<file path="src/hw/apc_consts.svh">
// Offsets, field positions, reset values and timing counts of the compare controller.
// Assumes inclusion by bare name from the design and bench files.
`ifndef APC_CONSTS_SVH
`define APC_CONSTS_SVH

// Register indices; the APB byte address is four times the index.
`define APC_IDX_CHAN      16'hff99
`define APC_IDX_CMPMODE   16'hff9a
`define APC_IDX_THRESH    16'hff9b
`define APC_IDX_REFCTRL   16'hff9c
`define APC_IDX_CONVMODE  16'hff98
`define APC_IDX_RESULT    16'hff97
`define APC_IDX_FLAG      16'hff96

// Field positions and the channel field width.
`define APC_BIT_START     7
`define APC_BIT_CMPEN     7
`define APC_BIT_CMPPOL    6
`define APC_BIT_REFEN     0
`define APC_BIT_FLAG      0
`define APC_CHAN_W        3

// Reset values and the highest permitted channel code.
`define APC_RST_BYTE      8'h00
`define APC_RST_CHAN      3'h0
`define APC_CHAN_MAX      3'h4

// Timing: least conversion time, rounded up to whole clock cycles.
`define APC_CLK_PERIOD_NS 10
`define APC_CONV_TIME_NS  14000
`define APC_CONV_CYC      ((`APC_CONV_TIME_NS + `APC_CLK_PERIOD_NS - 1) / `APC_CLK_PERIOD_NS)

`endif

</file>
<file path="src/hw/apc_pkg.sv">
// Types shared by the compare controller and its bench.
// Assumes apc_consts.svh is compiled alongside.
package apc_pkg;

  typedef struct packed {
    logic        psel;
    logic        penable;
    logic        pwrite;
    logic [31:0] paddr;
    logic [31:0] pwdata;
  } apc_apb_req_t;

  typedef enum logic {
    APC_IDLE,
    APC_CONV
  } apc_state_t;

endpackage

</file>
<file path="src/hw/apc_ctrl.sv">
// Converter control with power-fail threshold compare, reached over APB.
// Assumes a front end that delivers the digitised sample of the selected channel.
//
// Implementation choice: the APB slave port.
`timescale 1ns/10ps
`default_nettype none
`include "apc_consts.svh"

module apc_ctrl #(
  parameter int CONV_CYCLES = `APC_CONV_CYC
) (
  // Clock and reset
  input  wire logic                 clk_i,
  input  wire logic                 resetn_i,
  // APB slave
  input  wire apc_pkg::apc_apb_req_t apb_i,
  output logic [31:0]               prdata_o,
  output logic                      pready_o,
  output logic                      pslverr_o,
  // Converter front end
  input  wire logic [7:0]           sample_i,
  input  wire logic                 standby_i,
  output logic [`APC_CHAN_W-1:0]    chan_sel_o,
  output logic                      conv_busy_o,
  // Events and reference enable
  output logic                      conv_end_irq_o,
  output logic                      conv_end_flag_o,
  output logic                      ref_voltage_en_o
);

  localparam int CW = $clog2(CONV_CYCLES + 1);
  localparam logic [CW-1:0] LAST = CW'(CONV_CYCLES - 1);

  apc_pkg::apc_state_t state_reg, state_next;
  logic [CW-1:0]  cnt_reg, cnt_next;
  logic           start_reg, start_next;
  logic           cmpen_reg, cmpen_next;
  logic           pol_reg, pol_next;
  logic [7:0]     thresh_reg, thresh_next;
  logic [`APC_CHAN_W-1:0] chan_reg, chan_next;
  logic [7:0]     result_reg, result_next;
  logic           flag_reg, flag_next;
  logic           irq_reg, irq_next;
  logic           first_reg, first_next;
  logic           ref_reg, ref_next;
  logic [31:0]    prdata_reg, prdata_next;
  logic           pready_reg, pready_next;
  logic           pslverr_reg, pslverr_next;
  logic [7:0]     s1_reg, s2_reg, s3_reg, smp_reg, smp_next;

  logic [15:0] idx;
  logic        hit, wr, ctl_wr, done, run, cmp_ok, mapped;

  assign idx    = apb_i.paddr[17:2];
  assign wr     = apb_i.psel & apb_i.penable & pready_reg & apb_i.pwrite;
  assign ctl_wr = wr & ((idx == `APC_IDX_CONVMODE) | (idx == `APC_IDX_CHAN));
  assign run    = start_reg & ~standby_i;
  assign done   = (state_reg == apc_pkg::APC_CONV) & run & (cnt_reg == LAST);
  assign cmp_ok = pol_reg ? (smp_reg < thresh_reg) : (smp_reg >= thresh_reg);
  assign mapped = (idx >= `APC_IDX_FLAG) & (idx <= `APC_IDX_REFCTRL);

  // The sample bus changes outside this clock; a value counts once the
  // last two stages agree, so a half-settled code is never taken.
  always_ff @(posedge clk_i or negedge resetn_i) begin
    if (!resetn_i) begin
      s1_reg  <= `APC_RST_BYTE;
      s2_reg  <= `APC_RST_BYTE;
      s3_reg  <= `APC_RST_BYTE;
      smp_reg <= `APC_RST_BYTE;
    end else begin
      s1_reg  <= sample_i;
      s2_reg  <= s1_reg;
      s3_reg  <= s2_reg;
      smp_reg <= smp_next;
    end
  end

  always_comb begin
    smp_next = (s2_reg == s3_reg) ? s3_reg : smp_reg;
  end

  always_comb begin
    state_next = state_reg;
    cnt_next   = cnt_reg;
    result_next = result_reg;
    flag_next  = flag_reg;
    irq_next   = 1'b0;
    first_next = first_reg;
    hit        = 1'b0;
    if (!start_reg) begin
      state_next = apc_pkg::APC_IDLE;
      cnt_next   = '0;
    end else if (!standby_i) begin
      state_next = apc_pkg::APC_CONV;
      cnt_next   = (state_reg == apc_pkg::APC_CONV && cnt_reg != LAST) ? cnt_reg + 1'b1 : '0;
    end
    if (done && !ctl_wr) begin
      result_next = smp_reg;
      first_next  = 1'b0;
      hit = cmpen_reg ? (cmp_ok & ~first_reg) : 1'b1;
    end
    if (ctl_wr) begin
      cnt_next = '0;
      state_next = apc_pkg::APC_IDLE;
    end
    if (wr && idx == `APC_IDX_CONVMODE && apb_i.pwdata[`APC_BIT_START] && !start_reg) begin
      first_next = 1'b1;
    end
    if (wr && idx == `APC_IDX_FLAG && !apb_i.pwdata[`APC_BIT_FLAG]) begin
      flag_next = 1'b0;
    end
    if (hit) begin
      flag_next = 1'b1;
      irq_next  = 1'b1;
    end
  end

  always_comb begin
    start_next  = start_reg;
    cmpen_next  = cmpen_reg;
    pol_next    = pol_reg;
    thresh_next = thresh_reg;
    chan_next   = chan_reg;
    ref_next    = ref_reg;
    if (wr) begin
      case (idx)
        `APC_IDX_CONVMODE: start_next = apb_i.pwdata[`APC_BIT_START];
        `APC_IDX_CMPMODE: begin
          cmpen_next = apb_i.pwdata[`APC_BIT_CMPEN];
          pol_next   = apb_i.pwdata[`APC_BIT_CMPPOL];
        end
        `APC_IDX_THRESH: thresh_next = apb_i.pwdata[7:0];
        `APC_IDX_CHAN: begin
          if (apb_i.pwdata[`APC_CHAN_W-1:0] <= `APC_CHAN_MAX) begin
            chan_next = apb_i.pwdata[`APC_CHAN_W-1:0];
          end
        end
        `APC_IDX_REFCTRL: ref_next = apb_i.pwdata[`APC_BIT_REFEN];
        default: ;
      endcase
    end
  end

  // Read data is captured on the first access cycle, before any result
  // landing on the same edge, so a colliding read sees the old value.
  always_comb begin
    prdata_next  = 32'h0;
    pready_next  = 1'b0;
    pslverr_next = 1'b0;
    if (apb_i.psel && apb_i.penable && !pready_reg) begin
      pready_next  = 1'b1;
      pslverr_next = ~mapped;
      if (!apb_i.pwrite) begin
        case (idx)
          `APC_IDX_CONVMODE: prdata_next[`APC_BIT_START] = start_reg;
          `APC_IDX_CMPMODE:  prdata_next[7:6] = {cmpen_reg, pol_reg};
          `APC_IDX_THRESH:   prdata_next[7:0] = thresh_reg;
          `APC_IDX_CHAN:     prdata_next[`APC_CHAN_W-1:0] = chan_reg;
          `APC_IDX_RESULT:   prdata_next[7:0] = result_reg;
          `APC_IDX_FLAG:     prdata_next[`APC_BIT_FLAG] = flag_reg;
          default:           prdata_next = 32'h0;
        endcase
      end
    end
  end

  always_ff @(posedge clk_i or negedge resetn_i) begin
    if (!resetn_i) begin
      state_reg   <= apc_pkg::APC_IDLE;
      cnt_reg     <= '0;
      start_reg   <= 1'b0;
      cmpen_reg   <= 1'b0;
      pol_reg     <= 1'b0;
      thresh_reg  <= `APC_RST_BYTE;
      chan_reg    <= `APC_RST_CHAN;
      result_reg  <= `APC_RST_BYTE;
      flag_reg    <= 1'b0;
      irq_reg     <= 1'b0;
      first_reg   <= 1'b0;
      ref_reg     <= 1'b0;
      prdata_reg  <= 32'h0;
      pready_reg  <= 1'b0;
      pslverr_reg <= 1'b0;
    end else begin
      state_reg   <= state_next;
      cnt_reg     <= cnt_next;
      start_reg   <= start_next;
      cmpen_reg   <= cmpen_next;
      pol_reg     <= pol_next;
      thresh_reg  <= thresh_next;
      chan_reg    <= chan_next;
      result_reg  <= result_next;
      flag_reg    <= flag_next;
      irq_reg     <= irq_next;
      first_reg   <= first_next;
      ref_reg     <= ref_next;
      prdata_reg  <= prdata_next;
      pready_reg  <= pready_next;
      pslverr_reg <= pslverr_next;
    end
  end

  assign prdata_o         = prdata_reg;
  assign pready_o         = pready_reg;
  assign pslverr_o        = pslverr_reg;
  assign chan_sel_o       = chan_reg;
  assign conv_busy_o      = (state_reg == apc_pkg::APC_CONV);
  assign conv_end_irq_o   = irq_reg;
  assign conv_end_flag_o  = flag_reg;
  assign ref_voltage_en_o = ref_reg;
endmodule
`default_nettype wire

</file>
<file path="config.mk">
export PLATFORM = sky130hd
export DESIGN_NAME = apc_ctrl
export DESIGN_NICKNAME = d
export VERILOG_FILES = /design/src/hw/apc_pkg.sv /design/src/hw/apc_ctrl.sv
export VERILOG_INCLUDE_DIRS = /design/src /design/src/hw
export SDC_FILE = /design/constraint.sdc
export NUM_CORES = 1
export LEC_CHECK = 0
export BUFFER_PORTS_ARGS = -buffer_cell sky130_fd_sc_hd__buf_2
export CAP_MARGIN = 25
export CELL_PAD_IN_SITES_DETAIL_PLACEMENT = 1
export CELL_PAD_IN_SITES_GLOBAL_PLACEMENT = 2
export CORE_MARGIN = 3
export CORE_UTILIZATION = 34
export DETAILED_ROUTE_END_ITERATION = 8
export GPL_ROUTABILITY_DRIVEN = 0
export PLACE_DENSITY = 0.92
export SLEW_MARGIN = 10
export SYNTH_ARGS = -nofsm -noshare
export SYNTH_HDL_FRONTEND = slang
export SYNTH_SLANG_ARGS = --single-unit
</file>
<file path="constraint.sdc">
create_clock -name clk_i -period 3.4 [get_ports clk_i]
set_input_delay 0.68 -clock clk_i [delete_from_list [all_inputs] [get_ports clk_i]]
set_output_delay 0.68 -clock clk_i [all_outputs]
set_load 0.02 [all_outputs]
</file>
==> flow_summary.yaml, run 1 <==
finish:
  drive_gt1_share_pct: 26.9
  diodes: 0
  nFillCells: 1176
  instances_no_fill: 538
  finalCoreUtilization_pct: 40.9
  area_delta_synth_final_pct: 14.0
  largest_reg_flops: 11
  multiInputGateArea_um2: 1600
  final_common_cell: "dfrtp_1"
  final_cell_mix: "dfrtp_1, buf_2, mux2_2"
  area.sequential_um2: 2000
  nets: 484
  final_cell_area_um2: 4330
die:
  core_um2: 10600
  io_pins: 119
  fp.dieH_um: 112
  dieArea_um2: 12500
  start_util_pct: 35.9
  rows: 37
  fp.dieW_um: 112
route:
  route.detailed.drc: 0
  wl_per_cell_um: 15.4
  drt_wl_total_um: 8260
  ant_nets: 0
  routed_via_density: 5.04
  firstDrtPassIters: 4
  drt_iter0_markers: 107
  vias: 2711
timing:
  post-route-period-util_pct: 59.2
  whs_ps: 277
  rsz0062_at_grt: "false"
  finalMaxSlewViolations: 0
  skew_ps: 9.17
  fmax_mhz: 497
  min_period_ps: 2010
  final.setup.worst_slack_ps: 1390
  worst_slew_pin_slew_ps: 544
  relSlewSlack_pct: 63.4
  hold_violations: 0
  fin_setup_tns_ps: 0
  finalSetupViolCount: 0
global_route:
  antenna_found_initial: 0
  grt_max_degree: 81
  gr-total-overflow: 0
  grtUsageTotal_pct: 13.6
  grt_pass1_wl_um: 13900
  grt_pass1_vias: 2871
clock_network:
  insertion_delay_ps: 350
  htreeDepth: 3
  clock-sinks: 80
  post_cts_resized: 0
  cts_hold_buf: 0
  cts_tree: "built"
  clk_pin_slew_ps: 90
  cts_made_buffers: 9
  post_cts_buffers: 0
  clockRootBuffer: "clkbuf_8"
  clock_path_buffers: 2
synth:
  synth_area_leaders: "dfrtp_1, mux2_2, buf_4, a21oi_1, ha_1"
  ys_seq_elements: 80
  synth_area_um2: 3800
  async_reset_ff_share_pct: 100
  synth_edf_count: 0
  yosysTopAreaCell: "dfrtp_1"
  avgSynthCellArea_um2: 11.2
  synth_cell_type_count: 49
  synth_flop_cell: "dfrtp_1"
  ys_seq_area_share_pct: 52.7
  syn_inst: 339
  synth_warnings: 0
  netlist.area_leader.share_pct: 52.7
power:
  fin_total_pwr_mw: 1.89
  internal_power_mw: 1.39
  pwr-share-seq_pct: 53.0
  ir_drop_uv: 168
  clockPowerShare_pct: 37.7
  p_per_area_nw_per_um2: 436
  p_comb_share_pct: 9.3
  leakagePower_nw: 1.99
  power_switching_mw: 0.495
  switching_share_pct: 26.2
placed_design:
  dp_slack_ps: 1010
  dp_cells: 521
  hpwl_um: 6170
  portBuffers: 54
  place_area_um2: 4110
setup_path:
  cp_top_family: "simple AND/OR/NAND/NOR gates"
  crit_arrival_ps: 2250
  cp.depth: 6
  start_kind: "input pin"
  crit_fanout: 9
  crit_path_cell_trace: "buf_2 -> nand4bb_4 -> nor4_4 -> nand2_1 -> nand3_2 -> mux2_2"
  crit_path_top_delay_cell: "nor4_4"
  end_kind: "register"
  rr_worst_depth: 6
  cp.required_ps: 3630
  worstSetupPathType: "in2reg"
  max_stage_delay_ps: 410
  crit_buf_inv: 1
run_status:
  status: "complete, no violations"
run:
  max_cap_viol_count: 0
min_path:
  hold_class: "in2async"
-- kinds of logic (layout without fill, tap and decap cells) --
group | Yosys count | count (layout) | synth area share [%]
AND/OR/NAND/NOR | 103 | 103 | 16.1
flip-flops | 80 | 80 | 52.7
AO/OA/AOI/OAI | 61 | 61 | 10.1
buffers and inverters | 47 | 87 | 7.41
multiplexers | 30 | 30 | 8.82
adder cells (fa/ha/maj) | 9 | 9 | 2.96
XOR/XNOR | 8 | 8 | 1.84
other | 1 | 24 | 0.0987
-- power by group through the flow --
stage / combinational, mW / sequential, mW / clock, mW
after detailed placement: 0.173 / 1.02 / 0
after global placement: 0.165 / 1.02 / 0
after CTS: 0.174 / 1.00 / 0.737
final: 0.176 / 1.00 / 0.712
after global routing: 0.198 / 1.01 / 0.776
after floorplan: 0.126 / 1.01 / 0
-- synthesized netlist by cell type, drive strengths merged (5+ instances only) --
cell type and instances:
a21oi 25, nor3 7, ha 9, buf 27, mux2 28, inv 16
nand3 7, nor4 7, nor2 21, dfrtp 80, nand2 20, o21ai 13
xor2 8, nand4 9, nand4b 5, nand3b 6, a22oi 5
-- final timing paths --
path | startpoint | endpoint | slack (ps)
worst max-delay path | apb_i[40] | result_reg[3] | 1390
worst min-delay path | resetn_i | prdata_o[0] | 280
worst max register to register | cnt_reg[0] | cnt_reg[0] | 1420
worst min register to register | s1_reg[2] | s2_reg[2] | 350
max in group asynchronous | resetn_i | s3_reg[6] | 2520
min in group clk_i | s1_reg[2] | s2_reg[2] | 350
-- final cells by class --
| cell class | count | share of cell area, % |
|---|---|---|
| Sequential cell | 80 | 46.2 |
| Multi-Input combinational cell | 235 | 37.0 |
| Timing Repair Buffer | 55 | 6.76 |
| Tap cell | 136 | 3.93 |
| Clock buffer | 9 | 2.86 |
| Clock inverter | 7 | 1.85 |
| Inverter | 16 | 1.39 |
-- worst reg2reg max path, stage by stage, from the launching register on --
cell and delay, ps:
dfrtp_1 390, ha_1 250, nand4b_1 240, o31ai_4 510, nor2_1 230, mux2i_1 180, nor2_1 50
-- metal layers --
layer / vias to the layer above / wire (um) / part of all wire, % / track usage, %
met4: 0 / 76 / 0.92 / 3.97
met5: - / 0 / 0 / 0
li1: 1282 / - / - / -
met1: 1353 / 3640 / 44 / 16.8
met2: 67 / 4170 / 50 / 23.5
met3: 9 / 379 / 4.6 / 3.64
Note: power is estimated with default switching activity, not from simulation.
==> inputs of run 2 (changes only) <==
--- a/config.mk
+++ b/config.mk
@@ -11,10 +11,10 @@
 export CELL_PAD_IN_SITES_DETAIL_PLACEMENT = 1
 export CELL_PAD_IN_SITES_GLOBAL_PLACEMENT = 2
 export CORE_MARGIN = 3
-export CORE_UTILIZATION = 34
+export CORE_UTILIZATION = 32
 export DETAILED_ROUTE_END_ITERATION = 8
 export GPL_ROUTABILITY_DRIVEN = 0
-export PLACE_DENSITY = 0.92
+export PLACE_DENSITY = 0.88
 export SLEW_MARGIN = 10
 export SYNTH_ARGS = -nofsm -noshare
 export SYNTH_HDL_FRONTEND = slang
==> constraint.sdc (replaced) <==
create_clock -name clk_i -period 2.05 [get_ports clk_i]
set_input_delay 0.41 -clock clk_i [delete_from_list [all_inputs] [get_ports clk_i]]
set_output_delay 0.41 -clock clk_i [all_outputs]
set_load 0.02 [all_outputs]
==> flow_summary.yaml, run 2 (synthesis gave the netlist of run 1 again) <==
run_status:
  status: "complete, no violations"
setup_path:
  crit_fanout: 9
  ff2ff_setup_slack_ps: 170
  crit_path_top_delay_cell: "o31ai_4"
  max_stage_delay_ps: 440
  crit_arrival_ps: 2120
  cp_top_family: "simple AND/OR/NAND/NOR gates"
  start_kind: "register"
  rr_startpoint: "cnt_reg[0]"
  crit_buf_inv: 0
  rr_worst_depth: 6
  worstSetupPathType: "reg2reg"
  timing.rr.end: "cnt_reg[0]"
  cp.required_ps: 2280
  cpMostUsedCell: "nor2_1"
  end_kind: "register"
  crit_path_cell_trace: "ha_1 -> nand4b_1 -> o31ai_4 -> nor2_1 -> mux2i_1 -> nor2_1"
route:
  ant_nets: 0
  vias: 2770
  drt_wl_total_um: 8900
  routed_via_density: 4.97
  firstDrtPassIters: 4
  route.detailed.drc: 0
  wl_per_cell_um: 16.0
  drt_iter0_markers: 104
clock_network:
  clock-sinks: 80
  cts_made_buffers: 9
  htreeDepth: 3
  clock_path_buffers: 2
  clk_pin_slew_ps: 60
  post_cts_resized: 0
  cts_tree: "built"
  cts_hold_buf: 0
  post_cts_buffers: 0
  insertion_delay_ps: 340
  clockRootBuffer: "clkbuf_16"
timing:
  worst_slew_pin_slew_ps: 520
  post-route-period-util_pct: 91.9
  fmax_mhz: 531
  min_period_ps: 1880
  hold_violations: 0
  finalSetupViolCount: 0
  whs_ps: 20.6
  finalMaxSlewViolations: 0
  skew_ps: 8.09
  relSlewSlack_pct: 65.2
  rsz0062_at_grt: "false"
  fin_setup_tns_ps: 0
  final.setup.worst_slack_ps: 166
die:
  rows: 39
  core_um2: 11500
  fp.dieW_um: 115
  fp.dieH_um: 115
  io_pins: 119
  dieArea_um2: 13200
  start_util_pct: 33.0
finish:
  final_common_cell: "dfrtp_1"
  final_cell_mix: "dfrtp_1, buf_2, mux2_2"
  largest_reg_flops: 11
  drive_gt1_share_pct: 29.0
  nets: 496
  area_delta_synth_final_pct: 18.7
  diodes: 0
power:
  p_per_area_nw_per_um2: 770
  leakagePower_nw: 2.08
  ir_drop_uv: 438
global_route:
  antenna_found_initial: 0
  grt_pass1_vias: 2879
  grtUsageTotal_pct: 13.9
  gr-total-overflow: 0
  grt_pass1_wl_um: 14500
  grt_max_degree: 36
placed_design:
  portBuffers: 54
  hpwl_um: 6650
  dp_slack_ps: 46.6
run:
  max_cap_viol_count: 0
min_path:
  hold_class: "in2async"
-- run 2: power breakdown --
| group | leakage, nW | switching (mW) | internal (mW) |
|---|---|---|---|
| Sequential | 1.05 | 0.0341 | 1.63 |
| Combinational | 0.900 | 0.185 | 0.114 |
| Clock | 0.131 | 0.656 | 0.854 |
| Total | 2.08 | 0.875 | 2.60 |
-- run 2: area by class of cell --
type,count,area (um^2)
clock buffer,10,239
clock inverter,6,45.0
multi-input combinational,235,1600
fill,1290,7000
timing repair buffer,67,383
tap,143,179
sequential,80,2000
inverter,16,60.1
-- run 2: how the worst max path moves through the flow --
stage | endpoint | startpoint | cells past startpoint | slack, ps
6_report | cnt_reg[0] | cnt_reg[0] | 6 | 170
3_5_place_dp | result_reg[2] | apb_i[40] | 6 | 50
5_1_grt | cnt_reg[0] | cnt_reg[0] | 6 | 20
4_1_cts | cnt_reg[0] | cnt_reg[0] | 6 | 100
3_3_place_gp | result_reg[6] | apb_i[40] | 6 | 60
2_1_floorplan | result_reg[0] | apb_i[40] | 5 | 270
-- run 2: stage by stage --
| step | std cells | cell area [um^2] | total power [mW] | utilization (%) |
|---|---|---|---|---|
| after floorplan | 362 | 3890 | 1.89 | - |
| after global placement | 541 | 4230 | 1.98 | 36.7 |
| after detailed placement | 541 | 4230 | 1.99 | 36.7 |
| after CTS | 557 | 4510 | 3.53 | 39.2 |
| after global routing | 557 | 4510 | 3.64 | 39.2 |
| final | 557 | 4510 | 3.47 | 39.2 |
-- run 2: metal layers --
metal,vias to the layer above,wire length (um),track usage (%)
met5,-,0,0
li1,1307,-,-
met3,6,580,4.84
met2,77,4490,24.3
met1,1380,3790,17.0
met4,0,43,2.11
